### config.mk
export PLATFORM = sky130hd
export DESIGN_NAME = external_watchdog_uart
export DESIGN_NICKNAME = d
export VERILOG_FILES = /design/src/wdog_pkg.sv /design/src/serial_rx.sv /design/src/external_watchdog_uart.sv
export SDC_FILE = /design/constraint.sdc
export NUM_CORES = 1
export LEC_CHECK = 0
export ABC_AREA = 1
export ABC_CLOCK_PERIOD_IN_PS = 4100
export BUFFER_PORTS_ARGS = -buffer_cell sky130_fd_sc_hd__buf_2
export CORE_AREA = 2 2 136 138
export CTS_CLUSTER_SIZE = 30
export DETAILED_ROUTE_END_ITERATION = 7
export DIE_AREA = 0 0 138 140
export GPL_ROUTABILITY_DRIVEN = 0
export GPL_TIMING_DRIVEN = 0
export PLACE_DENSITY = 0.63
export SYNTH_ARGS = -nofsm -noshare
export SYNTH_HDL_FRONTEND = slang
export SYNTH_SLANG_ARGS = --single-unit
### constraint.sdc
create_clock -name mclk_i -period 4.1 [get_ports mclk_i]
set_input_delay 1.23 -clock mclk_i [delete_from_list [all_inputs] [get_ports mclk_i]]
set_output_delay 1.23 -clock mclk_i [all_outputs]
set_load 0.05 [all_outputs]
### src/wdog_pkg.sv
// watchdog constants, states and command codes
`default_nettype none
package wdog_pkg;
    // ----------------------------------------
    // timing
    // ----------------------------------------
    localparam int unsigned CLK_HZ = 250_000_000;
    localparam int unsigned BAUD = 9600;
    localparam int unsigned REF_HZ = 32768;
    localparam int unsigned SEC_S = 1;
    localparam int unsigned LOCK_MS = 250;
    localparam int unsigned PULSE_MS = 1;
    localparam int unsigned MS_PER_S = 1000;
    localparam logic [15:0] BIT_CYCLES = 16'(CLK_HZ / BAUD);
    localparam logic [15:0] SEC_REF_EDGES = 16'(REF_HZ * SEC_S);
    localparam logic [15:0] LOCK_REF_EDGES = 16'(REF_HZ * LOCK_MS / MS_PER_S);
    localparam logic [23:0] PULSE_CYCLES = 24'(CLK_HZ / MS_PER_S * PULSE_MS);
    // ----------------------------------------
    // interval and commands
    // ----------------------------------------
    localparam logic [2:0] INTERVAL_MIN = 3'h1;
    localparam logic [2:0] INTERVAL_RESET = 3'h5;
    localparam logic [7:0] CMD_SEL_MIN = 8'h01;
    localparam logic [7:0] CMD_SEL_MAX = 8'h05;
    localparam logic [7:0] CMD_FEED = 8'h06;
    localparam logic [7:0] CMD_HOST_RESET = 8'h07;
    // ----------------------------------------
    // pin synchroniser lanes
    // ----------------------------------------
    localparam int unsigned IDX_REF = 0;
    localparam int unsigned IDX_FEED = 1;
    localparam int unsigned IDX_MANUAL_RESET_IN = 2;
    localparam int unsigned IDX_RX = 3;
    localparam logic [3:0] SYNC_RESET = 4'hE;
    // ----------------------------------------
    // states
    // ----------------------------------------
    typedef enum logic [1:0] {P_IDLE = 2'b01, P_LOW = 2'b10} pulse_state_t;
    typedef enum logic [3:0] {
        RX_IDLE = 4'h1,
        RX_START = 4'h2,
        RX_DATA = 4'h4,
        RX_STOP = 4'h8
    } rx_state_t;
endpackage
`default_nettype wire

### src/serial_rx.sv
// serial byte receiver, eight data bits, no parity, one stop bit
`timescale 1ns/1ps
`default_nettype none
module serial_rx #(
    parameter logic [15:0] BIT_CYCLES = wdog_pkg::BIT_CYCLES
) (
    input wire logic mclk_i,
    input wire logic rst_i,
    input wire logic rx_i,
    output logic [7:0] data_o,
    output logic valid_o
);
    localparam logic [15:0] HALF_CYCLES = BIT_CYCLES >> 1;
    localparam logic [2:0] LAST_BIT = 3'h7;

    wdog_pkg::rx_state_t state_reg;
    logic [15:0] cnt_reg;
    logic [2:0] bit_reg;
    logic [7:0] shift_reg;
    logic bit_end;

    assign bit_end = (cnt_reg == BIT_CYCLES - 16'h0001);

    // ----------------------------------------
    // frame sequencer
    // ----------------------------------------
    always_ff @(posedge mclk_i or posedge rst_i) begin
        if (rst_i) begin
            state_reg <= wdog_pkg::RX_IDLE;
            cnt_reg <= 16'h0000;
            bit_reg <= 3'h0;
            shift_reg <= 8'h00;
            data_o <= 8'h00;
            valid_o <= 1'b0;
        end else begin
            valid_o <= 1'b0;
            cnt_reg <= cnt_reg + 16'h0001;
            unique case (state_reg)
                wdog_pkg::RX_IDLE: begin
                    cnt_reg <= 16'h0000;
                    if (!rx_i) begin
                        state_reg <= wdog_pkg::RX_START;
                    end
                end
                wdog_pkg::RX_START: begin
                    if (cnt_reg == HALF_CYCLES - 16'h0001) begin
                        cnt_reg <= 16'h0000;
                        bit_reg <= 3'h0;
                        state_reg <= rx_i ? wdog_pkg::RX_IDLE : wdog_pkg::RX_DATA;
                    end
                end
                wdog_pkg::RX_DATA: begin
                    if (bit_end) begin
                        cnt_reg <= 16'h0000;
                        shift_reg <= {rx_i, shift_reg[7:1]};
                        bit_reg <= bit_reg + 3'h1;
                        if (bit_reg == LAST_BIT) begin
                            state_reg <= wdog_pkg::RX_STOP;
                        end
                    end
                end
                wdog_pkg::RX_STOP: begin
                    if (bit_end) begin
                        state_reg <= wdog_pkg::RX_IDLE;
                        if (rx_i) begin
                            data_o <= shift_reg;
                            valid_o <= 1'b1;
                        end
                    end
                end
            endcase
        end
    end
endmodule
`default_nettype wire

### src/external_watchdog_uart.sv
// external watchdog top: feed, manual reset, serial commands, host reset pulse
`timescale 1ns/1ps
`default_nettype none
module external_watchdog_uart #(
    parameter logic [15:0] SEC_EDGES = wdog_pkg::SEC_REF_EDGES,
    parameter logic [15:0] LOCK_EDGES = wdog_pkg::LOCK_REF_EDGES,
    parameter logic [23:0] PULSE_CYCLES = wdog_pkg::PULSE_CYCLES,
    parameter logic [15:0] BIT_CYCLES = wdog_pkg::BIT_CYCLES
) (
    input wire logic mclk_i,
    input wire logic rst_i,
    input wire logic reference_oscillator_i,
    input wire logic feed_in_i,
    input wire logic manual_reset_in_i,
    input wire logic serial_rx_i,
    output logic host_reset_out_n_o,
    output logic reset_status_o
);
    logic [3:0] sync1_reg;
    logic [3:0] sync2_reg;
    logic [3:0] last_reg;
    logic ref_rise, feed_fall, manual_reset_in_fall;
    logic lock_reg;
    logic [15:0] lock_cnt_reg;
    logic feed_ok, manual_reset_in_ok;
    logic [7:0] rx_byte;
    logic rx_valid;
    logic sel_evt, feed_evt, manual_evt;
    logic [15:0] div_cnt_reg;
    logic [2:0] sec_cnt_reg;
    logic [2:0] interval_reg;
    logic sec_tick, timeout, restart;
    wdog_pkg::pulse_state_t pstate_reg;
    logic [23:0] pulse_cnt_reg;
    logic pulse_manual_reg;
    logic pulse_end;

    // ----------------------------------------
    // command decode
    // ----------------------------------------
    function automatic logic cmd_is_sel(input logic [7:0] b);
        return (b >= wdog_pkg::CMD_SEL_MIN) && (b <= wdog_pkg::CMD_SEL_MAX);
    endfunction

    // ----------------------------------------
    // pin synchronisers and edge detect
    // ----------------------------------------
    always_ff @(posedge mclk_i or posedge rst_i) begin
        if (rst_i) begin
            sync1_reg <= wdog_pkg::SYNC_RESET;
            sync2_reg <= wdog_pkg::SYNC_RESET;
            last_reg <= wdog_pkg::SYNC_RESET;
        end else begin
            sync1_reg <= {serial_rx_i, manual_reset_in_i, feed_in_i, reference_oscillator_i};
            sync2_reg <= sync1_reg;
            last_reg <= sync2_reg;
        end
    end

    assign ref_rise = sync2_reg[wdog_pkg::IDX_REF] && !last_reg[wdog_pkg::IDX_REF];
    assign feed_fall = !sync2_reg[wdog_pkg::IDX_FEED] && last_reg[wdog_pkg::IDX_FEED];
    assign manual_reset_in_fall = !sync2_reg[wdog_pkg::IDX_MANUAL_RESET_IN] && last_reg[wdog_pkg::IDX_MANUAL_RESET_IN];

    // ----------------------------------------
    // input lockout
    // ----------------------------------------
    assign feed_ok = feed_fall && !lock_reg;
    assign manual_reset_in_ok = manual_reset_in_fall && !lock_reg;

    always_ff @(posedge mclk_i or posedge rst_i) begin
        if (rst_i) begin
            lock_reg <= 1'b0;
            lock_cnt_reg <= 16'h0000;
        end else if (feed_ok || manual_reset_in_ok) begin
            lock_reg <= 1'b1;
            lock_cnt_reg <= 16'h0000;
        end else if (lock_reg && ref_rise) begin
            if (lock_cnt_reg == LOCK_EDGES - 16'h0001) begin
                lock_reg <= 1'b0;
            end
            lock_cnt_reg <= lock_cnt_reg + 16'h0001;
        end
    end

    // ----------------------------------------
    // serial command receiver
    // ----------------------------------------
    serial_rx #(
        .BIT_CYCLES(BIT_CYCLES)
    ) u_rx (
        .mclk_i(mclk_i),
        .rst_i(rst_i),
        .rx_i(sync2_reg[wdog_pkg::IDX_RX]),
        .data_o(rx_byte),
        .valid_o(rx_valid)
    );

    assign sel_evt = rx_valid && cmd_is_sel(rx_byte);
    assign feed_evt = feed_ok || (rx_valid && rx_byte == wdog_pkg::CMD_FEED);
    assign manual_evt = manual_reset_in_ok || (rx_valid && rx_byte == wdog_pkg::CMD_HOST_RESET);

    // ----------------------------------------
    // interval select
    // ----------------------------------------
    always_ff @(posedge mclk_i or posedge rst_i) begin
        if (rst_i) begin
            interval_reg <= wdog_pkg::INTERVAL_RESET;
        end else if (sel_evt) begin
            interval_reg <= rx_byte[2:0];
        end
    end

    // ----------------------------------------
    // one-second tick and timeout count
    // ----------------------------------------
    assign sec_tick = ref_rise && (div_cnt_reg == SEC_EDGES - 16'h0001);
    assign timeout = sec_tick && (3'(sec_cnt_reg + 3'h1) == interval_reg);
    assign restart = feed_evt || manual_evt || sel_evt || timeout;

    always_ff @(posedge mclk_i or posedge rst_i) begin
        if (rst_i) begin
            div_cnt_reg <= 16'h0000;
        end else if (restart) begin
            div_cnt_reg <= 16'h0000;
        end else if (sec_tick) begin
            div_cnt_reg <= 16'h0000;
        end else if (ref_rise) begin
            div_cnt_reg <= div_cnt_reg + 16'h0001;
        end
    end

    always_ff @(posedge mclk_i or posedge rst_i) begin
        if (rst_i) begin
            sec_cnt_reg <= 3'h0;
        end else if (restart) begin
            sec_cnt_reg <= 3'h0;
        end else if (sec_tick) begin
            sec_cnt_reg <= sec_cnt_reg + 3'h1;
        end
    end

    // ----------------------------------------
    // host reset pulse
    // ----------------------------------------
    assign pulse_end = (pstate_reg == wdog_pkg::P_LOW) &&
        (pulse_cnt_reg == PULSE_CYCLES - 24'h000001);

    always_ff @(posedge mclk_i or posedge rst_i) begin
        if (rst_i) begin
            pstate_reg <= wdog_pkg::P_IDLE;
            pulse_cnt_reg <= 24'h000000;
            pulse_manual_reg <= 1'b0;
            host_reset_out_n_o <= 1'b1;
        end else begin
            unique case (pstate_reg)
                wdog_pkg::P_IDLE: begin
                    pulse_cnt_reg <= 24'h000000;
                    if (timeout || manual_evt) begin
                        pstate_reg <= wdog_pkg::P_LOW;
                        pulse_manual_reg <= !timeout;
                        host_reset_out_n_o <= 1'b0;
                    end
                end
                wdog_pkg::P_LOW: begin
                    pulse_cnt_reg <= pulse_cnt_reg + 24'h000001;
                    if (pulse_end) begin
                        pstate_reg <= wdog_pkg::P_IDLE;
                        host_reset_out_n_o <= 1'b1;
                    end
                end
            endcase
        end
    end

    // ----------------------------------------
    // reset status
    // ----------------------------------------
    always_ff @(posedge mclk_i or posedge rst_i) begin
        if (rst_i) begin
            reset_status_o <= 1'b0;
        end else if (timeout) begin
            reset_status_o <= 1'b1;
        end else if (feed_evt) begin
            reset_status_o <= 1'b0;
        end else if (manual_evt && pstate_reg == wdog_pkg::P_IDLE) begin
            reset_status_o <= 1'b1;
        end else if (pulse_end && pulse_manual_reg) begin
            reset_status_o <= 1'b0;
        end
    end
endmodule
`default_nettype wire

==> implementation parameters, run 1 <==
Parameter                              Value

Yosys
  Mapped Cells ... 821
  Post-Syn Nets ... 835
  Portion of the post-synthesis area used by sequential elements ... 0.470
  Mean Syn Cell Area ... 7.68 um^2
  Share of the synthesized area in the top cell type ... 0.420
  Post-synth top area cell ... dfrtp_1
  Top cells by area in the synthesized netlist ... dfrtp_1 (42%), nand2_1 (11%), nor2_1 (7.6%)
  Distinct cell type count after synthesis ... 37
  Yosys warnings ... 0
  Synthesis-stage register bit count ... 118
  Combined area of all synthesized cells ... 6310 um^2

GRT
  Vias in the first global route ... 5014
  Global-route wire length before repair ... 23.0 mm
  Largest net degree at the start of global routing ... 41
  Overall routing resource usage ... 0.144
  Number of antenna violations at the first check in global routing ... 0
  Residual overflow from global routing ... 0

Clock tree
  Cells resized by post-CTS repair ... 0
  Sink Count ... 118
  Clock tree from TritonCTS ... built
  TritonCTS buffer count ... 17
  Clock latency on the worst-skew pair ... 0.42 ns
  CTS Hold Bufs ... 0
  Setup Fix Bufs, Post-CTS ... 0
  Clock tree buffer depth ... 2
  Maximum level of the CTS H-tree ... 4
  Clock tree root buffer cell ... clkbuf_16
  Reg clk slew, reported paths ... 0.05 ns

STA
  Final worst path period need ... 2.46 ns
  Worst Skew ... 0.00868 ns
  Tightest Pin Transition ... 0.449 ns
  Worst rel slew slack ... 0.698
  Setup-failing EPs final ... 0
  Final clock period utilization by the worst path ... 0.601
  Final setup margin ... 1.64 ns
  Max-slew violation count ... 0
  Unrepaired setup endpoints after global routing ... false
  Setup TNS Final ... 0 ns
  Peak clock frequency supported by timing ... 0.406 GHz
  Final Hold Vio Count ... 0

Setup path
  Critical path start-end classification ... flop to output pin
  Reg2Reg Depth ... 8
  Kind of start point of the critical path ... flop
  Cell class contributing the biggest share of worst-path delay ... flip-flops
  Delay of the slowest cell on the worst path ... 0.55 ns
  Maximum fanout along the worst path ... 3
  Required arrival time at the worst endpoint ... 2.87 ns
  Worst path depth ... 1
  Critical-path top delay cell ... dfstp_2
  CP Cell Sequence ... buf_2
  WP data arrival ... 1.23 ns
  Worst setup EP type ... output pin
  Number of buffers and inverters on the critical path ... 1

Layout
  Layout overhead on the synthesized area ... 15.9%
  Diode count ... 0
  Number of fill cells in the layout ... 1800
  Core Util, Final ... 0.411
  Flip-flop count of the largest register, all copies and words added ... 24
  Total number of nets in the final design ... 864
  Non-filler cells in the finished layout ... 1092
  Fraction of final layout cells sized beyond drive strength 1 ... 0.101

Floorplan
  Starting utilization of the core area ... 0.355
  Std-Cell Core Area ... 17800 um^2
  Top Ports ... 8
  Die area ... 19300 um^2
  Count of standard-cell rows ... 49
  DIE WIDTH ... 138 um
  Die outline height ... 140 um

Worst hold path
  Number of cells on the worst hold path ... 0
  Hold/Removal Path Class ... flop to flop

Placement
  Post-detail-place hpwl ... 9.23 mm
  Inst Count DP ... 1060
  Worst setup slack before clock tree synthesis ... 2.03 ns
  Number of buffers inserted by port buffering ... 7

Route
  Drt initial violations ... 360
  DR pass1 iterations ... 5
  Average wire per cell in the routed design ... 11.6 um
  Number of nets still failing antenna checks after routing ... 0
  Routed wire length ... 12.7 mm
  Via count ... 5166
  DRC errors left ... 0
  Vias per std cell ... 4.73

Power
  Fraction of power consumed by sequential logic ... 0.422
  Leakage power of the design ... 3.37 nW
  Psw ... 650 uW
  Internal power ... 2.31 mW
  Power density normalized to cell area ... 405 nW/um^2
  Final Total Pwr ... 2.96 mW
  Net Sw Frac ... 0.219
  Combinational fraction of design power ... 0.054
  Clock share of power ... 0.524
  Worst IR drop on VDD ... 0.265 mV

Status
  Run status ... finished, final reports clean

Job
  Max-cap violations ... 0
==> final timing paths <==
kind	end	start	slack (ns)
max in group asynchronous	sync1_reg[1]$_DFF_PP1_	rst_i	2.51
min reg2reg	sync2_reg[0]$_DFF_PP0_	sync1_reg[0]$_DFF_PP0_	0.35
max reg2reg	div_cnt_reg[11]$_DFFE_PP0P_	div_cnt_reg[0]$_DFFE_PP0P_	2.14
max	host_reset_out_n_o	pstate_reg[0]$_DFFE_PP1P_	1.64
min	sync2_reg[0]$_DFF_PP0_	sync1_reg[0]$_DFF_PP0_	0.35
min in group asynchronous	pulse_cnt_reg[4]$_DFF_PP0_	rst_i	0.80
==> per-layer routing <==
| metal | global-route usage | up-vias | part of all wire |
|---|---|---|---|
| met5 | 0 | - | 0 |
| met4 | 0.0532 | 0 | 0.012 |
| met3 | 0.0352 | 13 | 0.028 |
| met2 | 0.225 | 63 | 0.45 |
| met1 | 0.193 | 2407 | 0.51 |
| li1 | - | 2683 | - |
==> final cells by class <==
type / instances / area (um^2) / area share
Sequential cell: 118 / 2970 / 0.406
Multi-Input combinational cell: 582 / 2850 / 0.390
Clock buffer: 22 / 464 / 0.0635
Inverter: 108 / 409 / 0.0560
Tap cell: 229 / 287 / 0.0392
Clock inverter: 10 / 153 / 0.0209
Timing Repair Buffer: 10 / 95.1 / 0.0130
Buffer: 13 / 86.3 / 0.0118
==> synth_stat cells (all sizes together) <==
cell      n
xnor2     9
nand2   195
nand4    20
inv     107
xor2     25
and2      2
nor4      3
a21oi    19
o211a     1
o31ai     1
dfstp    12
clkinv    1
buf      10
nor2    136
nand3    87
o21bai    2
o21ai    41
or2       1
ha        8
clkbuf    3
o21a      2
a31oi     3
nor3     25
nor3b     2
dfrtp   106
==> cell families (layout without fill, tap and decap cells) <==
logic type,count (synthesis),count (layout),synth area share
fa+ha+maj,8,8,0.0159
buf+inv,121,163,0.0779
simple gates,471,471,0.330
xor+xnor,34,34,0.0472
flops,118,118,0.470
compound gates,69,69,0.0581
==> power by group through the flow <==
stage | logic, mW | registers (mW) | clock network, mW
after floorplan | 0.125 | 1.26 | 0
after global placement | 0.152 | 1.27 | 0
after global routing | 0.195 | 1.26 | 1.65
final | 0.160 | 1.25 | 1.55
after detailed placement | 0.164 | 1.27 | 0
after CTS | 0.164 | 1.25 | 1.59
==> worst register-to-register path, stage by stage (launching register included) <==
cell     delay, ns
dfrtp_1       0.43
ha_1          0.31
nand2_1       0.13
nor2_4        0.16
nand2_1       0.13
nor3_4        0.45
nor2_1        0.10
nand3_1       0.10
nand2_1       0.06
==> through the flow <==
stage               cell area (um^2)  hold WS [ns]
global placement                6630         0.334
CTS                             7310         0.351
detailed placement              6690         0.343
global route                    7310         0.356
floorplan                       6310         0.331
finish                          7310         0.350
==> layout by cell type, fill, tap and decap left out, drive strengths merged <==
master	Yosys	layout
nor4	3	3
nand3	87	87
and2	2	2
dfstp	12	12
dfrtp	106	106
ha	8	8
clkbuf	3	25
nor3b	2	2
xnor2	9	9
or2	1	1
o31ai	1	1
inv	107	106
clkinv	1	6
a31oi	3	3
xor2	25	25
buf	10	20
a21oi	19	19
nor2	136	136
o211a	1	1
clkinvlp	0	2
o21a	2	2
nand4	20	20
nor3	25	25
bufinv	0	4
o21bai	2	2
nand2	195	195
o21ai	41	41
No activity file was read; power rests on OpenSTA's default activity.
==> run 2, diff against run 1 <==
Settings changed: ABC_AREA 1 to 0, ABC_CLOCK_PERIOD_IN_PS 4100 to 2110, CORE_AREA 2 2 136 138 to 2 2 130 132, DIE_AREA 0 0 138 140 to 0 0 132 134.
Clock period 4.1 ns to 2.11 ns, I/O delays scaled along.
==> implementation parameters, run 2 <==
Parameter                              Value

Status
  Run status ... complete, but fails checks
  Failing checks ... negative setup slack

Placement
  Post-detail-place hpwl ... 7.84 mm
  Number of buffers inserted by port buffering ... 7
  Worst setup slack before clock tree synthesis ... -0.235 ns
  Inst Count DP ... 796

Setup path
  Worst R2R Start ... u_rx.cnt_reg[11]$_DFF_PP0_
  Maximum fanout along the worst path ... 5
  Worst reg2reg setup slack ... -0.01 ns
  Required arrival time at the worst endpoint ... 2.40 ns
  Critical path start-end classification ... flop to flop
  Worst setup EP type ... flop
  Kind of start point of the critical path ... flop
  Crit path from ... u_rx.cnt_reg[11]$_DFF_PP0_
  End of the worst register-to-register path ... u_rx.data_o[1]$_DFFE_PP0P_
  WP data arrival ... 2.41 ns
  Reg2Reg Depth ... 7

Clock tree
  Clock latency on the worst-skew pair ... 0.42 ns
  TritonCTS buffer count ... 17
  Reg clk slew, reported paths ... 0.05 ns
  Clock tree root buffer cell ... clkbuf_16
  Sink Count ... 118
  Clock tree buffer depth ... 2
  Clock tree from TritonCTS ... built
  Maximum level of the CTS H-tree ... 4

Layout
  Total area of sequential cells ... 2970 um^2
  Layout overhead on the synthesized area ... 23.2%
  Core Util, Final ... 0.438
  Non-filler cells in the finished layout ... 847
  Number of fill cells in the layout ... 1520
  Fraction of final layout cells sized beyond drive strength 1 ... 0.204
  Most used cells in the layout excluding fill and tap cells ... dfrtp_1 (105), nor2_1 (77), nand2_1 (39), nand3_1 (35), xnor2_1 (32)
  Total number of nets in the final design ... 628
  Flip-flop count of the largest register, all copies and words added ... 24
  Diode count ... 0
  Combined area of the multi-input logic cells ... 2840 um^2
  Most common cell after layout, fill and taps aside ... dfrtp_1

Route
  Via count ... 4318
  Number of nets still failing antenna checks after routing ... 0
  DRC errors left ... 0
  Vias per std cell ... 5.10
  Average wire per cell in the routed design ... 14.1 um
  DR pass1 iterations ... 5
  Routed wire length ... 12.0 mm
  Drt initial violations ... 259

GRT
  Overall routing resource usage ... 0.140
  Global-route wire length before repair ... 20.4 mm
  Largest net degree at the start of global routing ... 38
  Number of antenna violations at the first check in global routing ... 0
  Vias in the first global route ... 4319
  Residual overflow from global routing ... 0

Yosys
  Post-synth top area cell ... dfrtp_1
  Number of enable flip-flop cells after synthesis ... 0
  Yosys warnings ... 0
  Share of the synthesized area in the top cell type ... 0.458
  Post-Syn Nets ... 580
  Combined area of all synthesized cells ... 5790 um^2
  Mapped Cells ... 566
  Distinct cell type count after synthesis ... 62
  Portion of the post-synthesis area used by sequential elements ... 0.513
  Cell with the most instances after synthesis ... dfrtp_1
  Mean Syn Cell Area ... 10.2 um^2
  Top cells by area in the synthesized netlist ... dfrtp_1 (46%), dfstp_2 (5.4%), nor2_1 (5.1%)
  Most used flip-flop cell after synthesis ... dfrtp_1
  Synthesis-stage register bit count ... 118
  FFs w/ async S/R, synth ... 1.00
  Top post-synthesis cells by count ... dfrtp_1 (106), nor2_1 (79), nand2_1 (39)

Floorplan
  Die area ... 17700 um^2
  Die outline height ... 134 um
  Top Ports ... 8
  DIE WIDTH ... 132 um
  Std-Cell Core Area ... 16300 um^2
  Starting utilization of the core area ... 0.355
  Count of standard-cell rows ... 47

STA
  Peak clock frequency supported by timing ... 0.472 GHz
  Worst rel slew slack ... 0.616
  Final Hold Vio Count ... 0
  Final clock period utilization by the worst path ... 1.00
  Unrepaired setup endpoints after global routing ... true
  Worst Skew ... 0.00651 ns
  Final setup margin ... -0.0100 ns
  Max-slew violation count ... 0
  Tightest Pin Transition ... 0.572 ns
  Setup-failing EPs final ... 4
  Hold Worst Slack ... 0.242 ns
  Final worst path period need ... 2.12 ns

Power
  Power density normalized to cell area ... 793 nW/um^2
  Combinational fraction of design power ... 0.057
  Worst IR drop on VDD ... 0.648 mV
  Fraction of power consumed by sequential logic ... 0.432
  Clock share of power ... 0.511
  Psw ... 1.25 mW
  Internal power ... 4.40 mW
  Leakage power of the design ... 3.10 nW
  Net Sw Frac ... 0.222

Worst hold path
  Hold/Removal Path Class ... input pin to asynchronous set/reset pin

Job
  Max-cap violations ... 0
[run 2: changes by cell type in the layout (fill, tap and decap cells not counted), sizes merged, moves of 19 or more]
cell   delta
buf      +19
inv      -90
nand2   -156
nand3    -49
nor2     -57
o21ai    -29
xnor2    +23
[run 2: final cells by class]
type                    instances  area share
flip-flops and latches        118       0.417
multi-input cells             406       0.398
clock buffers                  23      0.0656
repair buffers                 32      0.0386
well taps                     220      0.0386
clock inverters                 9      0.0176
plain buffers                  22      0.0156
inverters                      17     0.00948
[run 2: layer usage]
layer | routed length [um] | track usage | part of all wire | up-vias
li1 | - | - | - | 2093
met1 | 5650 | 0.183 | 0.47 | 2157
met2 | 5800 | 0.228 | 0.48 | 52
met3 | 363 | 0.0378 | 0.030 | 16
met4 | 151 | 0.0465 | 0.013 | 0
met5 | 0 | 0 | 0 | -
[run 2: how the worst max path moves through the flow]
| stage | to | slack (ns) | depth (start not counted) |
|---|---|---|---|
| 6_report | u_rx.data_o[1]$_DFFE_PP0P_ | -0.01 | 7 |
| 5_1_grt | u_rx.data_o[3]$_DFFE_PP0P_ | -0.08 | 7 |
| 4_1_cts | u_rx.data_o[1]$_DFFE_PP0P_ | -0.01 | 9 |
| 3_5_place_dp | div_cnt_reg[14]$_DFFE_PP0P_ | -0.24 | 6 |
| 3_3_place_gp | div_cnt_reg[8]$_DFFE_PP0P_ | -0.67 | 2 |
| 2_1_floorplan | u_rx.data_o[0]$_DFFE_PP0P_ | 0.03 | 9 |
[run 2: repair_timing]
item                       4_1_cts  5_1_grt
hold buffers                     0        0
gates cloned                     2        0
pin swaps                        4        7
setup endpoints to repair       43       52
setup buffers                   11        9
resized for setup               25       23
[run 2: worst max-delay path, cell delays in order (launching register included)]
cell and delay (ns):
dfrtp_1 0.42, or3_4 0.40, nor4_4 0.27, and2_1 0.18
buf_6 0.10, and3_4 0.19, buf_6 0.13, mux2_4 0.30
[run 2: cells by family after synthesis]
family          synth area share
fa+ha+maj                 0.0173
simple gates               0.231
xor+xnor                  0.0833
buf+inv                   0.0309
mux                       0.0400
compound gates            0.0850
flops                      0.513
[run 2: per-stage QoR]
step,power (mW),TNS [ns],cell area (um^2)
after detailed placement,2.74,-5.62,6170
after global placement,2.72,-76.43,6110
after floorplan,2.65,0,5800
final,5.65,-0.0270,7130
after global routing,5.87,-0.886,7130
after CTS,5.66,-0.0495,6980
[run 2: power groups by stage]
stage	registers, mW	logic, mW	clock network (mW)
after floorplan	2.45	0.203	0
after global placement	2.46	0.253	0
after detailed placement	2.46	0.281	0
after CTS	2.43	0.287	2.95
after global routing	2.45	0.370	3.05
final	2.44	0.324	2.89
==> run 3, diff against run 2 <==
Settings changed: CTS_CLUSTER_DIAMETER set to 150, SYNTH_HIERARCHICAL set to 1.
==> implementation parameters, run 3 <==
Parameter                              Value

Setup path
  Reg2Reg Depth ... 6
  CP Cell Sequence ... inv_1 -> ha_2 -> nand4bb_1 -> or4_4 -> nor2_4 -> mux2_4
  Kind of start point of the critical path ... flop
  Worst reg2reg setup slack ... 0.06 ns
  Required arrival time at the worst endpoint ... 2.40 ns
  Maximum fanout along the worst path ... 5
  End of the worst register-to-register path ... u_rx/data_o[0]$_DFFE_PP0P_
  Worst R2R Start ... u_rx/cnt_reg[0]$_DFF_PP0_
  WP data arrival ... 2.34 ns
  Delay of the slowest cell on the worst path ... 0.63 ns
  Critical-path top delay cell ... or4_4
  Worst setup EP type ... flop
  Critical path start-end classification ... flop to flop

STA
  Worst Skew ... 0.0117 ns
  Setup-failing EPs final ... 0
  Worst rel slew slack ... 0.445
  Peak clock frequency supported by timing ... 0.488 GHz
  Hold Worst Slack ... 0.322 ns
  Tightest Pin Transition ... 0.831 ns
  Final setup margin ... 0.0626 ns
  Unrepaired setup endpoints after global routing ... true
  Final worst path period need ... 2.05 ns
  Max-slew violation count ... 0
  Final clock period utilization by the worst path ... 0.970
  Final Hold Vio Count ... 0

Clock tree
  Clock tree buffer depth ... 2
  Clock tree root buffer cell ... clkbuf_16
  Maximum level of the CTS H-tree ... 4
  Sink Count ... 118
  Clock tree from TritonCTS ... built
  Reg clk slew, reported paths ... 0.05 ns
  Clock latency on the worst-skew pair ... 0.41 ns
  TritonCTS buffer count ... 17
  CTS Hold Bufs ... 0

Yosys
  Yosys warnings ... 6
  Most used flip-flop cell after synthesis ... dfrtp_1
  Mapped Cells ... 555
  Number of enable flip-flop cells after synthesis ... 0
  Combined area of all synthesized cells ... 5780 um^2
  Top cells by area in the synthesized netlist ... dfrtp_1 (46%), dfstp_2 (5.5%), xnor2_1 (4.9%)
  Post-synth top area cell ... dfrtp_1
  Distinct cell type count after synthesis ... 57
  FFs w/ async S/R, synth ... 1.00
  Portion of the post-synthesis area used by sequential elements ... 0.514
  Post-Syn Nets ... 569
  Cell with the most instances after synthesis ... dfrtp_1
  Mean Syn Cell Area ... 10.4 um^2
  Synthesis-stage register bit count ... 118
  Top post-synthesis cells by count ... dfrtp_1 (106), nor2_1 (69), nand2_1 (38), nand3_1 (38), xnor2_1 (32)
  Share of the synthesized area in the top cell type ... 0.459

Layout
  Fraction of final layout cells sized beyond drive strength 1 ... 0.153
  Most used cells in the layout excluding fill and tap cells ... dfrtp_1 (106), nor2_1 (69), nand3_1 (38), nand2_1 (38), xnor2_1 (32)
  Most common cell after layout, fill and taps aside ... dfrtp_1
  Total number of nets in the final design ... 602
  Number of fill cells in the layout ... 1534
  Flip-flop count of the largest register, all copies and words added ... 24
  Diode count ... 0
  Layout overhead on the synthesized area ... 18.4%

Floorplan
  Die outline height ... 134 um
  DIE WIDTH ... 132 um
  Die area ... 17700 um^2
  Top Ports ... 8
  Std-Cell Core Area ... 16300 um^2
  Count of standard-cell rows ... 47
  Starting utilization of the core area ... 0.355

Job
  Max-cap violations ... 0

Power
  Combinational fraction of design power ... 0.045
  Psw ... 1.22 mW
  Internal power ... 4.52 mW
  Net Sw Frac ... 0.212
  Clock share of power ... 0.532
  Leakage power of the design ... 2.94 nW
  Fraction of power consumed by sequential logic ... 0.423
  Power density normalized to cell area ... 839 nW/um^2
  Worst IR drop on VDD ... 0.539 mV

Worst hold path
  Hold/Removal Path Class ... input pin to flop
  Endpoint with the worst hold slack ... sync1_reg[1]$_DFF_PP1_
  Worst Hold Launch ... feed_in_i
  Number of cells on the worst hold path ... 1

GRT
  Largest net degree at the start of global routing ... 42
  Vias in the first global route ... 4446
  Number of antenna violations at the first check in global routing ... 0
  Global-route wire length before repair ... 20.4 mm
  Overall routing resource usage ... 0.141
  Residual overflow from global routing ... 0

Route
  Via count ... 4203
  Drt initial violations ... 243
  Number of nets still failing antenna checks after routing ... 0
  DR pass1 iterations ... 4
  Routed wire length ... 11.3 mm
  Vias per std cell ... 5.12
  Average wire per cell in the routed design ... 13.8 um
  DRC errors left ... 0

Placement
  Number of buffers inserted by port buffering ... 7
  Post-detail-place hpwl ... 7.65 mm
  Worst setup slack before clock tree synthesis ... -0.0993 ns

Status
  Run status ... finished, final reports clean
## run 3: per-layer routing
layer | routed length [um] | global-route usage | vias to the layer above
met1 | 5080 | 0.166 | 2085
met5 | 0 | 0 | -
li1 | - | - | 2059
met3 | 332 | 0.0389 | 11
met4 | 118 | 0.0483 | 0
met2 | 5790 | 0.247 | 48
## run 3: logic make-up after synthesis
family	after synthesis	share of synthesized area
muxes	16	0.0364
DFF	118	0.514
xor gates and xnor gates	57	0.0890
adders and majority gates	8	0.0173
and+or+nand+nor	258	0.245
buffers and inverters	36	0.0264
AOI/OAI and AO/OA	62	0.0719
## run 3: stage by stage
step	TNS [ns]	cells	util	instance area [um^2]	power, mW
after floorplan	0	555	-	5780	2.64
after global placement	-0.643	782	0.374	6090	2.70
after detailed placement	-1.40	783	0.375	6110	2.72
after CTS	0	817	0.415	6760	5.80
after global routing	-0.104	821	0.420	6840	5.98
final	0	821	0.420	6840	5.73
## run 3: power by group through the flow
stage	combinational (mW)	clock (mW)	sequential [mW]
finish	0.256	3.05	2.43
global route	0.301	3.24	2.44
CTS	0.261	3.11	2.43
detailed placement	0.259	0	2.46
global placement	0.238	0	2.46
floorplan	0.191	0	2.44
## run 3: how the worst max path moves through the flow
stage	start	end	cells after the start
after floorplan	u_rx/cnt_reg[11]$_DFF_PP0_	u_rx/data_o[0]$_DFFE_PP0P_	4
after global placement	u_rx/cnt_reg[11]$_DFF_PP0_	u_rx/cnt_reg[9]$_DFF_PP0_	6
after detailed placement	u_rx/cnt_reg[11]$_DFF_PP0_	u_rx/cnt_reg[10]$_DFF_PP0_	6
after CTS	u_rx/cnt_reg[11]$_DFF_PP0_	u_rx/cnt_reg[11]$_DFF_PP0_	6
after global routing	u_rx/cnt_reg[0]$_DFF_PP0_	u_rx/data_o[0]$_DFFE_PP0P_	6
final	u_rx/cnt_reg[0]$_DFF_PP0_	u_rx/data_o[0]$_DFFE_PP0P_	6
## run 3: layout make-up
type	instances	area (um^2)	area share
plain buffers	19	93.8	0.0137
clock buffers	25	485	0.0710
clock inverters	7	143	0.0209
inverters	17	67.6	0.00988
multi-input cells	402	2710	0.397
flip-flops and latches	118	2970	0.434
well taps	220	275	0.0403
repair buffers	13	92.6	0.0135
## run 3: timing repair
item,4_1_cts,5_1_grt
gates cloned,1,0
hold endpoints to repair,0,0
gates resized for setup,1,17
pin swaps,2,5
setup buffers,1,4
endpoints found under the setup margin,20,53
## run 3: critical path: cells and delay by family (launching register included)
kind	cells	cell delay [ns]
flops	1	0.40
simple gates	3	0.95
buf+inv	1	0.07
fa+ha+maj	1	0.18
mux	1	0.31
